File: src/flash_setup_cfg.svh
// Summary of operation
// RQ1 - Flash address must fall inside mapped window
// RQ2 - Addressless commands load window base address
// RQ3 - Column width zero when flash lacks columns
// RQ4 - Device splits 24-bit address into page, column
// RQ5 - Page plus column width at most 32
// RQ6 - Device halves byte address when word addressable
// RQ7 - Four top-address registers map each flash
// RQ8 - Module control field picks read strobe source
// RQ9 - Pad loopback returns internal clock as strobe
// RQ10 - Loopback up to 133/66 MHz, else external
// RQ11 - External strobe samples read data
// RQ12 - Bypass: enable, delays, load, poll, clear load
// RQ13 - Auto mode searches T/16 delay steps
// RQ14 - Auto mode reloads slave chain on relock
// RQ15 - Auto: enable, setup, load, loop on, poll
// RQ16 - SDR: no DDR, hold 0, select 3/3
// RQ17 - DDR: DDR on, hold 1, select 3/3
// RQ18 - Lookup table holds 16 sequences of 10
// RQ19 - Writing sequence index starts that sequence
// RQ20 - Flash clock above one fifth bus clock
// RQ21 - DDR writes: 3F plus 3B below 8F
// RQ22 - Host domain clocks share one 133 MHz source
// RQ23 - Device runs stored pairs until stop or last
`ifndef FLASH_SETUP_CFG_SVH
`define FLASH_SETUP_CFG_SVH

`define OFS_MODULE_CTRL   16'h0000
`define OFS_IP_COMMAND    16'h0008
`define OFS_TIMING        16'h000c
`define OFS_DLL_CTRL_A    16'h0060
`define OFS_FLASH_ADDR    16'h0100
`define OFS_ADDR_CFG      16'h0104
`define OFS_TOP_A1        16'h0180
`define OFS_TOP_A2        16'h0184
`define OFS_TOP_B1        16'h0188
`define OFS_TOP_B2        16'h018c
`define OFS_LOCK_STATUS   16'h012c

`define MC_DDR_EN_BIT     7
`define MC_STROBE_A_BIT   24
`define TM_SETUP_LSB      0
`define TM_HOLD_LSB       8
`define TM_DHOLD_LSB      16
`define TM_CS_CYCLES      4'h3
`define TM_DHOLD_SDR      2'h0
`define TM_DHOLD_DDR      2'h1
`define AC_COL_LSB        0
`define AC_WORD_BIT       16
`define DL_LOOP_ON_BIT    0
`define DL_LOAD_BIT       1
`define DL_CHAIN_EN_BIT   2
`define DL_AUTO_BIT       3
`define DL_FREQ_BIT       4
`define DL_BYPASS_BIT     8
`define DL_COARSE_LSB     9
`define DL_FINE_LSB       13
`define DL_OFFSET_LSB     16
`define DL_RES_LSB        20
`define DL_REF_LSB        28
`define LS_LOCK_BIT       0
`define IPC_SEQ_LSB       24

`define WINDOW_BASE       32'h0000_0000
`define WINDOW_TOP        32'h1fff_ffff
`define MAX_ADDR_BITS     7'h20
`define SEQ_COUNT         5'h10
`define SDR_LOOP_MHZ      9'h085
`define DDR_LOOP_MHZ      9'h042
`define RATIO_MIN         16'h0005
`define WR_FLASH_PERIODS  16'h0003
`define WR_BUS_PERIODS    16'h0003
`define WR_LIMIT_PERIODS  16'h0008
`define POLL_LIMIT_DEF    1000
`define LAST_STEP         4'hd

`endif

File: src/flash_setup_pkg.sv
package flash_setup_pkg;
  typedef enum logic [1:0] {
    ST_IDLE  = 2'b00,
    ST_CHECK = 2'b01,
    ST_ISSUE = 2'b11,
    ST_WAIT  = 2'b10
  } host_state_e;

  typedef enum logic [2:0] {
    ERR_NONE   = 3'h0,
    ERR_WINDOW = 3'h1,
    ERR_WIDTH  = 3'h2,
    ERR_INDEX  = 3'h3,
    ERR_CLOCK  = 3'h4,
    ERR_LOCK   = 3'h5
  } host_error_e;
endpackage

File: src/flash_setup_host.sv
`timescale 1ns/1ps
`default_nettype none
`include "flash_setup_cfg.svh"
// Brings up the flash controller: map, address, strobe, timing, delay chain, then command
module flash_setup_host #(
  parameter int unsigned POLL_LIMIT = `POLL_LIMIT_DEF
) (
  input  wire logic        clk_sys,
  input  wire logic        reset_n,
  input  wire logic        clk_en,
  input  wire logic        start,
  input  wire logic        ddr_mode,
  input  wire logic        dll_auto,
  input  wire logic        has_address,
  input  wire logic        word_addressable,
  input  wire logic [3:0]  column_width,
  input  wire logic [5:0]  page_width,
  input  wire logic [8:0]  flash_mhz,
  input  wire logic [8:0]  bus_mhz,
  input  wire logic [31:0] top_addr,
  input  wire logic [31:0] flash_addr,
  input  wire logic [4:0]  sequence_index,
  input  wire logic [3:0]  coarse_delay,
  input  wire logic [2:0]  fine_delay,
  input  wire logic [3:0]  delay_offset,
  input  wire logic        freq_range_sel,
  input  wire logic [3:0]  ref_count,
  input  wire logic [3:0]  delay_resolution,
  output logic             busy,
  output logic             done,
  output logic             error,
  output logic [2:0]       error_code,
  output logic [15:0]      dev_addr,
  output logic [31:0]      dev_wdata,
  output logic             dev_wr_en,
  output logic             dev_rd_en,
  input  wire logic [31:0] dev_rdata,
  input  wire logic        dev_ack
);
  flash_setup_pkg::host_state_e state_q, state_d;
  logic [3:0]  step_q, step_d;
  logic [31:0] tries_q, tries_d;
  logic        done_q, done_d, err_q, err_d;
  logic [2:0]  code_q, code_d, check_code;
  logic        op_valid, op_done, poll_step, lock_seen;
  logic [15:0] step_addr;
  logic [31:0] step_data, dll_mode, dll_fields, op_rdata;

  function automatic logic [15:0] times(input logic [8:0] mhz, input logic [15:0] k);
    times = 16'({7'h00, mhz} * k);
  endfunction

  // Rejects settings the device cannot take before any register is touched
  always_comb begin
    check_code = flash_setup_pkg::ERR_NONE;
    // RQ1 address inside window
    if (has_address && flash_addr > `WINDOW_TOP)
      check_code = flash_setup_pkg::ERR_WINDOW;
    // RQ5 width limit
    else if (7'({1'b0, page_width} + {3'h0, column_width}) > `MAX_ADDR_BITS)
      check_code = flash_setup_pkg::ERR_WIDTH;
    // RQ18 index in table
    else if (sequence_index >= `SEQ_COUNT)
      check_code = flash_setup_pkg::ERR_INDEX;
    // RQ20 clock ratio floor
    else if (times(flash_mhz, `RATIO_MIN) <= times(bus_mhz, 16'h0001))
      check_code = flash_setup_pkg::ERR_CLOCK;
    // RQ21 DDR write ceiling
    else if (ddr_mode && times(flash_mhz, `WR_BUS_PERIODS) >=
             times(bus_mhz, `WR_LIMIT_PERIODS - `WR_FLASH_PERIODS))
      check_code = flash_setup_pkg::ERR_CLOCK;
  end

  // RQ12 bypass mode bits
  // RQ15 auto mode bits
  always_comb begin
    dll_mode = 32'h0000_0000;
    dll_mode[`DL_CHAIN_EN_BIT] = 1'b1;
    dll_mode[`DL_BYPASS_BIT]   = !dll_auto;
    dll_mode[`DL_AUTO_BIT]     = dll_auto;
    dll_fields = dll_mode;
    dll_fields[`DL_FREQ_BIT] = freq_range_sel;
    dll_fields[`DL_FINE_LSB +: 3] = fine_delay;
    if (dll_auto) begin
      dll_fields[`DL_OFFSET_LSB +: 4] = delay_offset;
      dll_fields[`DL_REF_LSB +: 4]    = ref_count;
      dll_fields[`DL_RES_LSB +: 4]    = delay_resolution;
    end else begin
      dll_fields[`DL_COARSE_LSB +: 4] = coarse_delay;
    end
  end

  assign poll_step = dll_auto ? (step_q == 4'hb) : (step_q == 4'ha);

  always_comb begin
    step_addr = `OFS_MODULE_CTRL;
    step_data = 32'h0000_0000;
    case (step_q)
      // RQ7 four top addresses
      4'h0, 4'h1, 4'h2, 4'h3: begin
        step_addr = `OFS_TOP_A1 + {12'h000, step_q[1:0], 2'h0};
        step_data = top_addr;
      end
      4'h4: begin
        step_addr = `OFS_ADDR_CFG;
        // RQ3 column width field
        step_data[`AC_COL_LSB +: 4] = column_width;
        step_data[`AC_WORD_BIT]     = word_addressable;
      end
      4'h5: begin
        step_addr = `OFS_MODULE_CTRL;
        step_data[`MC_DDR_EN_BIT] = ddr_mode;
        // RQ10 strobe source choice
        // RQ11 set picks external strobe
        step_data[`MC_STROBE_A_BIT] = ddr_mode ? (flash_mhz > `DDR_LOOP_MHZ)
                                               : (flash_mhz > `SDR_LOOP_MHZ);
      end
      4'h6: begin
        step_addr = `OFS_TIMING;
        // RQ16 SDR timing values
        // RQ17 DDR timing values
        step_data[`TM_SETUP_LSB +: 4] = `TM_CS_CYCLES;
        step_data[`TM_HOLD_LSB +: 4]  = `TM_CS_CYCLES;
        step_data[`TM_DHOLD_LSB +: 2] = ddr_mode ? `TM_DHOLD_DDR : `TM_DHOLD_SDR;
      end
      4'h7: begin
        step_addr = `OFS_DLL_CTRL_A;
        step_data = dll_mode;
      end
      4'h8: begin
        step_addr = `OFS_DLL_CTRL_A;
        step_data = dll_fields;
      end
      4'h9: begin
        step_addr = `OFS_DLL_CTRL_A;
        step_data = dll_fields;
        step_data[`DL_LOAD_BIT] = 1'b1;
      end
      // RQ12 poll then clear load
      // RQ15 loop on, clear load, poll
      4'ha: begin
        step_addr = dll_auto ? `OFS_DLL_CTRL_A : `OFS_LOCK_STATUS;
        step_data = dll_auto ? dll_fields : 32'h0000_0000;
        step_data[`DL_LOOP_ON_BIT] = dll_auto;
      end
      4'hb: begin
        step_addr = dll_auto ? `OFS_LOCK_STATUS : `OFS_DLL_CTRL_A;
        step_data = dll_auto ? 32'h0000_0000 : dll_fields;
      end
      4'hc: begin
        step_addr = `OFS_FLASH_ADDR;
        // RQ2 base for addressless commands
        step_data = has_address ? flash_addr : `WINDOW_BASE;
      end
      4'hd: begin
        step_addr = `OFS_IP_COMMAND;
        // RQ19 index write starts sequence
        step_data[`IPC_SEQ_LSB +: 4] = sequence_index[3:0];
      end
      default: step_addr = `OFS_MODULE_CTRL;
    endcase
  end

  assign lock_seen = op_rdata[`LS_LOCK_BIT];
  assign op_valid  = (state_q == flash_setup_pkg::ST_ISSUE);

  always_comb begin
    state_d = state_q;
    step_d  = step_q;
    tries_d = tries_q;
    done_d  = 1'b0;
    err_d   = 1'b0;
    code_d  = code_q;
    case (state_q)
      flash_setup_pkg::ST_IDLE: begin
        if (start)
          state_d = flash_setup_pkg::ST_CHECK;
      end
      flash_setup_pkg::ST_CHECK: begin
        code_d  = check_code;
        step_d  = 4'h0;
        tries_d = 32'h0;
        if (check_code != flash_setup_pkg::ERR_NONE) begin
          err_d   = 1'b1;
          state_d = flash_setup_pkg::ST_IDLE;
        end else begin
          state_d = flash_setup_pkg::ST_ISSUE;
        end
      end
      flash_setup_pkg::ST_ISSUE: begin
        state_d = flash_setup_pkg::ST_WAIT;
      end
      flash_setup_pkg::ST_WAIT: begin
        if (op_done) begin
          state_d = flash_setup_pkg::ST_ISSUE;
          if (poll_step && !lock_seen) begin
            tries_d = tries_q + 32'h1;
            if (tries_q >= POLL_LIMIT - 1) begin
              code_d  = flash_setup_pkg::ERR_LOCK;
              err_d   = 1'b1;
              state_d = flash_setup_pkg::ST_IDLE;
            end
          end else if (step_q == `LAST_STEP) begin
            done_d  = 1'b1;
            state_d = flash_setup_pkg::ST_IDLE;
          end else begin
            step_d = step_q + 4'h1;
          end
        end
      end
      default: state_d = flash_setup_pkg::ST_IDLE;
    endcase
  end

  always_ff @(posedge clk_sys) begin
    if (!reset_n) begin
      state_q <= flash_setup_pkg::ST_IDLE;
      step_q  <= 4'h0;
      tries_q <= 32'h0;
      done_q  <= 1'b0;
      err_q   <= 1'b0;
      code_q  <= flash_setup_pkg::ERR_NONE;
    end else if (clk_en) begin
      state_q <= state_d;
      step_q  <= step_d;
      tries_q <= tries_d;
      done_q  <= done_d;
      err_q   <= err_d;
      code_q  <= code_d;
    end
  end

  reg_port_engine u_port (
    .clk_sys   (clk_sys),
    .reset_n   (reset_n),
    .clk_en    (clk_en),
    .op_valid  (op_valid),
    .op_write  (!poll_step),
    .op_addr   (step_addr),
    .op_wdata  (step_data),
    .op_done   (op_done),
    .op_rdata  (op_rdata),
    .dev_addr  (dev_addr),
    .dev_wdata (dev_wdata),
    .dev_wr_en (dev_wr_en),
    .dev_rd_en (dev_rd_en),
    .dev_rdata (dev_rdata),
    .dev_ack   (dev_ack)
  );

  assign busy       = (state_q != flash_setup_pkg::ST_IDLE);
  assign done       = done_q;
  assign error      = err_q;
  assign error_code = code_q;

  logic wr_addr_reg, wr_cfg, wr_mod, wr_tim, wr_dll;
  assign wr_addr_reg = dev_wr_en && dev_addr == `OFS_FLASH_ADDR;
  assign wr_cfg      = dev_wr_en && dev_addr == `OFS_ADDR_CFG;
  assign wr_mod      = dev_wr_en && dev_addr == `OFS_MODULE_CTRL;
  assign wr_tim      = dev_wr_en && dev_addr == `OFS_TIMING;
  assign wr_dll      = dev_wr_en && dev_addr == `OFS_DLL_CTRL_A;

  addr_window_a: assert property (@(posedge clk_sys) disable iff (!reset_n) // RQ1
    wr_addr_reg |-> dev_wdata <= `WINDOW_TOP) else $error("flash address outside window");
  addr_base_a: assert property (@(posedge clk_sys) disable iff (!reset_n) // RQ2
    (wr_addr_reg && !has_address) |-> dev_wdata == `WINDOW_BASE)
    else $error("addressless command without base");
  column_width_a: assert property (@(posedge clk_sys) disable iff (!reset_n) // RQ3
    wr_cfg |-> dev_wdata[`AC_COL_LSB +: 4] == column_width
    && page_width + column_width <= 7'h20) else $error("address config wrong");
  strobe_pick_a: assert property (@(posedge clk_sys) disable iff (!reset_n) // RQ10
    wr_mod |-> dev_wdata[`MC_STROBE_A_BIT] ==
    (ddr_mode ? flash_mhz > 9'h042 : flash_mhz > 9'h085))
    else $error("strobe source mispicked");
  bypass_bits_a: assert property (@(posedge clk_sys) disable iff (!reset_n) // RQ12
    (wr_dll && !dll_auto) |-> dev_wdata[`DL_BYPASS_BIT] && !dev_wdata[`DL_AUTO_BIT]
    && dev_wdata[`DL_CHAIN_EN_BIT] && !dev_wdata[`DL_LOOP_ON_BIT])
    else $error("bypass mode bits wrong");
  auto_loop_a: assert property (@(posedge clk_sys) disable iff (!reset_n) // RQ15
    (wr_dll && dev_wdata[`DL_LOOP_ON_BIT]) |-> dll_auto && !dev_wdata[`DL_LOAD_BIT]
    && !dev_wdata[`DL_BYPASS_BIT]) else $error("loop on with load or bypass");
  sdr_timing_a: assert property (@(posedge clk_sys) disable iff (!reset_n) // RQ16
    (wr_tim && !ddr_mode) |-> dev_wdata[19:0] == 20'h00303)
    else $error("sdr timing wrong");
  ddr_timing_a: assert property (@(posedge clk_sys) disable iff (!reset_n) // RQ17
    (wr_tim && ddr_mode) |-> dev_wdata[19:0] == 20'h10303)
    else $error("ddr timing wrong");
  ratio_reject_a: assert property (@(posedge clk_sys) disable iff (!reset_n) // RQ20
    (clk_en && state_q == flash_setup_pkg::ST_CHECK && 16'h0005 * flash_mhz <= bus_mhz)
    |=> error && error_code == 3'h4 && !busy) else $error("bad clock ratio accepted");
  lock_before_clear_a: assert property (@(posedge clk_sys) disable iff (!reset_n) // RQ12
    (wr_dll && !dll_auto && step_q == 4'hb) |-> $past(lock_seen, 2))
    else $error("load cleared before lock");
endmodule
`default_nettype wire

File: src/reg_port_engine.sv
`timescale 1ns/1ps
`default_nettype none
// Carries one register read or write to the device and waits for its ack
module reg_port_engine (
  input  wire logic        clk_sys,
  input  wire logic        reset_n,
  input  wire logic        clk_en,
  input  wire logic        op_valid,
  input  wire logic        op_write,
  input  wire logic [15:0] op_addr,
  input  wire logic [31:0] op_wdata,
  output logic             op_done,
  output logic [31:0]      op_rdata,
  output logic [15:0]      dev_addr,
  output logic [31:0]      dev_wdata,
  output logic             dev_wr_en,
  output logic             dev_rd_en,
  input  wire logic [31:0] dev_rdata,
  input  wire logic        dev_ack
);
  logic [15:0] addr_q, addr_d;
  logic [31:0] wdata_q, wdata_d, rdata_q, rdata_d;
  logic        wr_q, wr_d, rd_q, rd_d, done_q, done_d;

  always_comb begin
    addr_d  = addr_q;
    wdata_d = wdata_q;
    rdata_d = rdata_q;
    wr_d    = wr_q;
    rd_d    = rd_q;
    done_d  = 1'b0;
    if (!(wr_q || rd_q)) begin
      if (op_valid) begin
        addr_d  = op_addr;
        wdata_d = op_write ? op_wdata : 32'h0000_0000;
        wr_d    = op_write;
        rd_d    = !op_write;
      end
    end else if (dev_ack) begin
      wr_d    = 1'b0;
      rd_d    = 1'b0;
      done_d  = 1'b1;
      rdata_d = rd_q ? dev_rdata : 32'h0000_0000;
    end
  end

  always_ff @(posedge clk_sys) begin
    if (!reset_n) begin
      addr_q  <= 16'h0000;
      wdata_q <= 32'h0000_0000;
      rdata_q <= 32'h0000_0000;
      wr_q    <= 1'b0;
      rd_q    <= 1'b0;
      done_q  <= 1'b0;
    end else if (clk_en) begin
      addr_q  <= addr_d;
      wdata_q <= wdata_d;
      rdata_q <= rdata_d;
      wr_q    <= wr_d;
      rd_q    <= rd_d;
      done_q  <= done_d;
    end
  end

  assign op_done   = done_q;
  assign op_rdata  = rdata_q;
  assign dev_addr  = addr_q;
  assign dev_wdata = wdata_q;
  assign dev_wr_en = wr_q;
  assign dev_rd_en = rd_q;

  strobe_held_a: assert property (@(posedge clk_sys) disable iff (!reset_n)
    (clk_en && (wr_q || rd_q) && !dev_ack) |=> (wr_q || rd_q) && $stable(addr_q))
    else $error("strobe dropped before ack");
endmodule
`default_nettype wire

File: config.mk
export PLATFORM = sky130hd
export DESIGN_NAME = flash_setup_host
export DESIGN_NICKNAME = d
export VERILOG_FILES = /design/src/flash_setup_pkg.sv /design/src/flash_setup_host.sv /design/src/reg_port_engine.sv
export VERILOG_INCLUDE_DIRS = /design/src /design/src/src
export SDC_FILE = /design/constraint.sdc
export NUM_CORES = 1
export LEC_CHECK = 0
export ABC_CLOCK_PERIOD_IN_PS = 3800
export CAP_MARGIN = 20
export CORE_ASPECT_RATIO = 1.5
export CORE_MARGIN = 2
export CORE_UTILIZATION = 35
export CTS_BUF_LIST = sky130_fd_sc_hd__clkbuf_16
export DETAILED_ROUTE_END_ITERATION = 8
export DONT_BUFFER_PORTS = 1
export PLACE_DENSITY = 0.54
export SLEW_MARGIN = 0
export SYNTH_ARGS = -nofsm -noshare
export SYNTH_HDL_FRONTEND = slang
export SYNTH_HIERARCHICAL = 1
export SYNTH_SLANG_ARGS = --single-unit
export TNS_END_PERCENT = 5
File: constraint.sdc
create_clock -name clk_sys -period 3.8 [get_ports clk_sys]
set_input_delay 0.38 -clock clk_sys [delete_from_list [all_inputs] [get_ports clk_sys]]
set_output_delay 0.38 -clock clk_sys [all_outputs]
set_load 0.1 [all_outputs]
==> impl_results.md, run 1 <==
* Leakage at about 3 nW
* Top delay family on crit path: compound AO/OA/AOI/OAI gates
* DP HPWL at ~14000 um
* Largest net degree at the start of global routing at roughly 120
* Crit share post-route at between 80% and 90%
* Die W at 120 um
* # clock sinks at 95
* Final #Nets at around 1100
* Crit path launch type: primary input
* CP Data Required Time at ~4100 ps
* Maximum vdd ir drop at approximately 0.21 mV
* Inserted Diodes at 0
* Share of cells above drive strength 1 at about 3.8%
* Reg2reg end: tries_q[9]
* R2R setup slack at 990 ps
* Worst path slowest cell: ha_1
* Setup Skew at 8.58 ps
* Slowest stage delay, CP at roughly 270 ps
* Synth Instances at roughly 850
* CTS Buffer Depth at 2
* Final hold violations at 0
* Post_cts resized at 0
* Hold Path Class: in2reg
* DRT iter0 DRCs at 277
* End point of the critical path: state_q[1]
* CTS buffer count at 9
* Critical Path Sink Type: flop
* Row count at 63
* Final ANT Viol Nets at 0
* Global Route Usage Sum at around 17%
* DR WL/cell at about 17 um
* TritonCTS clock tree: built
* Status: completed
* CTS Root Cell: clkbuf_16
* Hold_buf cts at 0
* RSZ-0062 raised after global routing: no
* Post-Syn Area per Cell at a little over 8 um^2
* Slew HR at a little over a quarter
* Die height at about 180 um
* Buf/Inv on CP at 2
* 1st-pass router iterations at 7
* Reg2reg start: step_q[0]
* Critical path cell sequence: ha_1 > ha_1 > inv_1 > fa_1 > nor2b_1 > o31a_1 > o21ai_0 > nand2_1 > xnor2_1 > ha_1 > a21o_1 > a21oi_1 > o21ai_0 > a32oi_1 > buf_4 > a32oi_1 > o221ai_1
* Most frequent CP cell: ha_1
* Worst-skew pair later-pin latency at between 300 and 400 ps
* Achievable Freq at roughly 320 MHz
* Total wire length at between 15000 and 20000 um
* Setup bufs post-CTS at 0
* CORE AREA at 19800 um^2
* First-pass GRT wire length at approximately 29000 um
* Yosys warnings at 6
* Synthesized area at just over 7000 um^2
* CTS H-tree lvls at 3
* DIE AREA at approximately 21000 um^2
* Max-Cap Viols at 0
* Initial Util at between 30% and 40%
* Number of cells on the critical path at 17
* # DRC at 0
* Gr ovfl total at 0
* Vias in the first global route at around 5700
* Vias at 5894
* Ports at 214
* # port buffers at 0
* Final setup TNS at 0 ps
* Reg2Reg Depth at 9
* Critical path class: in2reg
* Synth-to-Final Area Change at 6.71%
* Vias per cell at around 5.4
* GP Congestion at 0.759
* Pre-CTS WS at roughly 300 ps
* Final Critical Period at 3090 ps
* PwrDens at approximately 310 nW/um^2
* Worst slew pin tran at 1090 ps
* Final setup margin at 712 ps
* Critical Path AT at between 3000 and 4000 ps
* Worst Setup SP: bus_mhz[1]
* Initial antenna violation count at 0
* Worst-path clk slew at roughly 70 ps
* Slew Limit Fails at 0
* Final setup viols at 0
* CP Max Fanout at 3
layout by cell type (no fill, tap or decap), types with 10 or more instances in the layout:
cell type / n
nand4_1: 13
nand3_1: 52
dfxtp_1: 95
xnor2_1: 26
nand2_1: 112
nand2b_1: 11
ha_1: 85
xor2_1: 19
a21o_1: 12
a222oi_1: 24
nor2_1: 54
conb_1: 10
o21ai_0: 25
mux2i_1: 49
inv_1: 76
a21oi_1: 32
power breakdown:
group          switching (mW)  internal (mW)
registers              0.0178          0.998
logic                   0.226          0.191
clock network           0.401          0.512
total                   0.645           1.70
sequential cells by signal, indices dropped and copies added, names as in the netlist, 2 cells and up:
name,count
error_code,3
state_q,2
step_q,4
tries_q,32
u_port/dev_addr,16
u_port/dev_wdata,32
per-layer routing:
layer	GRT usage, %	vias to the layer above	part of all wire (%)
met5	0	-	0
met3	5.40	24	7.2
met1	18.3	2738	39
met4	5.83	0	2.4
met2	32.3	168	52
li1	-	2964	-
worst reg2reg max path, cell delays in order (launching register included):
cell     delay (ps)
dfxtp_1         350
inv_1           140
ha_1            450
mux2i_1         210
o41ai_2         340
and2_1          390
nand4_4         220
or3_1           410
xor2_1          140
nor2_1           50
final cells by class:
class,instances,area (um^2)
clock inverter,7,71.3
sequential,95,1900
clock buffer,9,225
tap,260,325
timing repair buffer,6,45.0
inverter,75,282
fill,2071,12300
multi-input combinational,647,4670
through the flow:
stage	power (mW)	instance area [um^2]	util [%]	hold slack, ps	instances
after floorplan	1.39	7080	-	466	863
after global placement	1.45	7230	36.5	486	1083
after detailed placement	1.46	7230	36.5	494	1083
after CTS	2.39	7520	38.0	146	1099
after global routing	2.50	7520	38.0	157	1099
final	2.34	7520	38.0	161	1099
how the worst min path moves through the flow:
stage	start	to	slack, ps	cells after the start
after floorplan	tries_q[1]	tries_q[1]	470	2
after global placement	tries_q[1]	tries_q[1]	490	2
after detailed placement	tries_q[7]	tries_q[7]	490	2
after CTS	dev_rdata[0]	u_port/op_rdata[0]	150	1
after global routing	dev_rdata[0]	u_port/op_rdata[0]	160	1
final	dev_rdata[0]	u_port/op_rdata[0]	160	1
No activity file was read; power rests on OpenSTA's default activity.
==> inputs of run 2 (changes only) <==
Settings changed: ABC_CLOCK_PERIOD_IN_PS 3800 to 2800, PLACE_DENSITY 0.54 to 0.56.
Clock period 3.8 ns to 2.8 ns, I/O delays scaled along.
==> run 2 against run 1 <==
Die area unchanged; design area grew 5.5%; critical path depth down 5; clock skew rose by 3.6 ps; highest routed layer unchanged; sequential power is 35% higher; combinational power up 52%; clock-buffer cell count unchanged; largest power group unchanged; register-to-register slack lost 750 ps; non-clock buffer count increased by 33; wire length up 1.4%; utilization up 2.1 points.
==> impl_results.md, run 2 (synthesized netlist as in run 1, its figures left out) <==
* Area occupied by multi-input gates at between 4000 and 5000 um^2
* Gr ovfl total at 0
* Worst slew pin tran at between 1000 and 1500 ps
* # clock sinks at 95
* Row count at 63
* # port buffers at 0
* Most frequent CP cell: ha_1
* Largest net degree at the start of global routing at between 100 and 150
* Share of cells above drive strength 1 at 9.52%
* Critical path cell sequence: ha_1 > ha_1 > inv_1 > fa_1 > and2b_1 > o31ai_2 > or4_1 > a2111oi_2 > a32oi_1 > buf_4 > a32oi_2 > o221ai_1
* Synth-to-Final Area Change at 12.5%
* Maximum vdd ir drop at between 0.2 and 0.3 mV
* DR WL/cell at ~17 um
* Vias in the first global route at 6094
* CP Max Fanout at 6
* Vias at 6028
* DRT iter0 DRCs at 371
* TritonCTS clock tree: built
* CORE AREA at around 20000 um^2
* Most frequent cells in the layout: nand2_1, dfxtp_1, ha_1
* Reg2reg end: tries_q[9]
* Setup bufs post-CTS at 0
* Number of cells on the critical path at 12
* Status: completed
* GP Congestion at between 0.7 and 0.8
* Pre-CTS WS at -356 ps
* CTS Root Cell: clkbuf_16
* Critical path class: in2reg
* CTS buffer count at 9
* RSZ-0062 raised after global routing: yes
* Vias per cell at about 5.3
* CP Data Required Time at 3020 ps
* Global Route Usage Sum at between 15 and 20%
* DIE AREA at about 21000 um^2
* Slowest stage delay, CP at around 540 ps
* Top delay family on crit path: compound AO/OA/AOI/OAI gates
* Buf/Inv on CP at 2
* Total wire length at between 15000 and 20000 um
* Worst path slowest cell: or4_1
* Critical Path AT at roughly 3000 ps
* Initial Util at around 36%
* First-pass GRT wire length at 29900 um
* Final Critical Period at 2780 ps
* Final setup viols at 0
* Max-Cap Viols at 0
* Setup Skew at between 10 and 15 ps
* Ports at between 200 and 250
* Crit path launch type: primary input
* Die W at ~120 um
* Hold endpoint: u_port/op_rdata[0]
* CTS Buffer Depth at 2
* Critical Path Sink Type: flop
* Slew Limit Fails at 0
* Hold_buf cts at 0
* Crit share post-route at just under 100%
* Worst hold start: dev_rdata[0]
* R2R setup slack at about 240 ps
* Fill count at roughly 2000
* Hold Path Class: in2reg
* Reg area at 1900 um^2
* Achievable Freq at ~360 MHz
* Final setup margin at 19.8 ps
* Reg2Reg Depth at 8
* Slew HR at between 30% and 40%
* Worst-skew pair later-pin latency at about 350 ps
* Fin util at between 40 and 50%
* Initial antenna violation count at 1
* DP HPWL at between 10000 and 15000 um
* Reg2reg start: step_q[1]
* Most common cell after layout, fill and taps aside: nand2_1
* Final hold violations at 0
* Final ANT Viol Nets at 0
* # DRC at 0
* Die height at 178 um
* CTS H-tree lvls at 3
* PwrDens at between 400 and 500 nW/um^2
* 1st-pass router iterations at 5
* Leakage at approximately 3.3 nW
* Final #Nets at about 1100
* Worst-path clk slew at 70 ps
* WHS Path Cells at 1
-- run 2: changes by cell type in the layout (fill, tap and decap cells not counted), sizes merged --
cell,change
inv,+1
diode,+1
buf,+33
bufinv,+1
clkinv,-1
clkinvlp,-1
-- run 2: worst max-delay path by stage --
| stage | startpoint | end |
|---|---|---|
| floorplan | bus_mhz[1] | state_q[1] |
| global placement | flash_mhz[1] | state_q[1] |
| detailed placement | flash_mhz[1] | state_q[1] |
| CTS | flash_mhz[1] | state_q[1] |
| global route | bus_mhz[2] | state_q[1] |
| finish | flash_mhz[1] | state_q[1] |
-- run 2: worst reg2reg max path: cells and delay by family, from the launching register on --
kind | cells | cell delay (ps)
adders and majority gates | 1 | 300
AOI/OAI and AO/OA | 1 | 420
DFF | 1 | 390
muxes | 1 | 150
xor gates and xnor gates | 1 | 140
and+or+nand+nor | 4 | 1050
-- run 2: power breakdown --
group	internal (mW)	switching, mW
sequential	1.35	0.0215
combinational	0.306	0.329
clock	0.795	0.584
total	2.45	0.934
-- run 2: final cells by class --
type / instances / area share, %
Sequential cell: 95 / 24.0
Clock inverter: 7 / 1.28
Multi-Input combinational cell: 647 / 60.1
Clock buffer: 9 / 2.84
Tap cell: 260 / 4.10
Inverter: 75 / 3.55
Timing Repair Buffer: 39 / 4.16
Antenna cell: 1 / 0.0315
-- run 2: what timing repair did --
item / in CTS / in global routing
endpoints found under the setup margin: 0 / 4
endpoints found under the hold margin: 0 / 0
gates resized for setup: 0 / 12
-- run 2: layer usage --
metal	share of wire [%]	track usage, %	vias up
met1	39	18.0	2838
met2	54	34.7	149
met3	6.3	4.40	13
met5	0	0	-
met4	1.5	4.46	0
li1	-	-	3028
-- run 2: through the flow --
step                hold slack, ps  cell area [um^2]  setup TNS, ps  power [mW]  cells
global route                  58.4              7930           -486        3.58   1133
finish                        64.8              7930              0        3.39   1133
detailed placement             423              7560          -1280        2.03   1116
floorplan                      406              7130          -82.6        1.89    863
CTS                           55.9              7890              0        3.42   1132
global placement               417              7560           -899        2.03   1116
==> inputs of run 3 (changes only) <==
Settings changed: ABC_AREA set to 1.
==> run 3 against run 2 <==
Synthesized area rose by 11%; sequential share of layout area fell by 1.7 points; critical path type unchanged; global-route usage rose by 1.1 points; sequential cell count did not move; clock power fell by 14%; register-to-register slack improved by 300 ps; synthesized cell count rose by 40%; first-iteration DRC count fell by 23%; wire length rose by 17%; power fell by 0.78%; setup slack improved by 210 ps; critical endpoint unchanged; worst hold slack got worse by 48 ps.
==> impl_results.md, run 3 <==
* Most common cell after layout, fill and taps aside: nand2_1
* Status: completed
* Leakage at between 3 and 4 nW
* # DRC at 0
* Hold_buf cts at 0
* First-pass GRT wire length at 35800 um
* Final Critical Period at between 2000 and 3000 ps
* Vias in the first global route at between 7000 and 8000
* Share of cells above drive strength 1 at under 10%
* Global Route Usage Sum at a little under a fifth
* TritonCTS clock tree: built
* Crit path launch type: primary input
* Hold Path Class: in2reg
* Die height at around 190 um
* DP HPWL at between 15000 and 20000 um
* Die W at 126 um
* Yosys warnings at 6
* Row count at 66
* Final setup viols at 0
* CTS Root Cell: clkbuf_16
* WHS at 16.9 ps
* Total wire length at about 22000 um
* CORE AREA at 21800 um^2
* PnR Total Power at 3.36 mW
* Initial antenna violation count at 0
* Initial Util at between 30% and 40%
* Most frequent cells in the layout: nand2_1, inv_1, a21oi_1
* Post-Syn Area per Cell at about 6.5 um^2
* Internal Power at between 2 and 2.5 mW
* Synth Instances at about 1200
* GRT Max-Usage Layer: met2
* Maximum vdd ir drop at roughly 0.24 mV
* Vias at approximately 7400
* Sw frac at a little under a third
* Slew HR at between 30% and 40%
* Clock power share at 35.4%
* Gr ovfl total at 0
* Placed cell area at approximately 8000 um^2
* PwrDens at around 390 nW/um^2
* Synthesized area at 7790 um^2
* Final Cell Area at 8530 um^2
* # port buffers at 0
* Largest net degree at the start of global routing at 38
* Crit share post-route at slightly above 90%
* Setup Skew at between 7 and 8 ps
* CTS H-tree lvls at 3
* Comb power frac at between 20% and 30%
* Layout Cells excl Fill at around 1500
* Vias per cell at 5.01
* 1st-pass router iterations at 5
* Dpl cells at about 1500
* CP Data Required Time at about 3000 ps
* Worst-skew pair later-pin latency at 350 ps
* Inserted Diodes at 0
* Achievable Freq at 389 MHz
* GRT met3 Usage at a little under 3%
* Worst-path clk slew at approximately 70 ps
* CTS buffer count at 9
* CTS Buffer Depth at 2
* DR WL/cell at between 10 and 15 um
* Critical Path Sink Type: flop
* DIE AREA at roughly 23000 um^2
* Critical path class: in2reg
* Grt met2 use at a little under two fifths
* Critical Path AT at 2760 ps
* Global-route met1 utilization at 19.8%
* Psw at 1.07 mW
* Worst slew pin tran at ~1000 ps
* Final ANT Viol Nets at 0
* Final hold violations at 0
* Synth-to-Final Area Change at 9.44%
* Final setup TNS at 0 ps
* GP Congestion at 0.903
* Ports at 214
* Max-Cap Viols at 0
* CP Max Fanout at 6
* Slew Limit Fails at 0
* Flop pwr share at just over 40%
* DRT iter0 DRCs at about 290
* Final #Nets at approximately 1500
* # clock sinks at between 90 and 100
-- run 3: path summary, 6_finish.rpt --
| path | start | to | slack (ps) | depth (start not counted) |
|---|---|---|---|---|
| worst max register to register | step_q[1] | u_port/dev_wdata[12] | 540 | 13 |
| worst max-delay path | flash_mhz[1] | state_q[1] | 230 | 20 |
| worst min register to register | error_code[1] | error_code[1] | 480 | 2 |
| worst min-delay path | clk_en | done | 20 | 1 |
-- run 3: area by class of cell --
type | instances | area (um^2)
tap | 272 | 340
multi-input combinational | 876 | 5030
fill | 2392 | 13300
sequential | 95 | 1900
clock buffer | 9 | 225
clock inverter | 7 | 55.1
timing repair buffer | 34 | 255
inverter | 190 | 718
-- run 3: worst max-delay path, stage by stage --
cell	delay [ps]
ha_1	270
ha_2	180
inv_1	50
fa_2	350
nor2_2	110
nor2_1	60
nor2_1	140
nor2_1	70
ha_1	330
a21oi_2	150
o21a_1	130
nand2_1	50
nand2_1	50
nand2_1	40
o21ai_0	80
nand2_1	130
nand4_1	120
nand2_1	60
nand2_1	50
a21oi_1	60
-- run 3: per-stage QoR --
step           setup slack, ps  utilization (%)
5_1_grt                  -14.3             39.1
3_5_place_dp              -220             37.6
2_1_floorplan             35.7                -
6_report                   232             39.1
4_1_cts                    131             38.9
3_3_place_gp              -207             37.6
-- run 3: power by group through the flow --
stage          Clock [mW]  Sequential (mW)  Combinational, mW
2_1_floorplan           0             1.42              0.580
3_3_place_gp            0             1.41              0.767
3_5_place_dp            0             1.41              0.776
4_1_cts              1.24             1.38              0.783
5_1_grt              1.28             1.38              0.927
6_report             1.19             1.38              0.794
-- run 3: routing by layer --
metal  wire (um)  vias to the layer above
li1            -                     3879
met1        8710                     3364
met2       12100                      166
met3        1030                       18
met4         329                        0
met5           0                        -
-- run 3: repair_timing --
| item | CTS | global route |
|---|---|---|
| resized for setup | 0 | 14 |
| setup buffers | 0 | 1 |
| endpoints found under the setup margin | 0 | 3 |
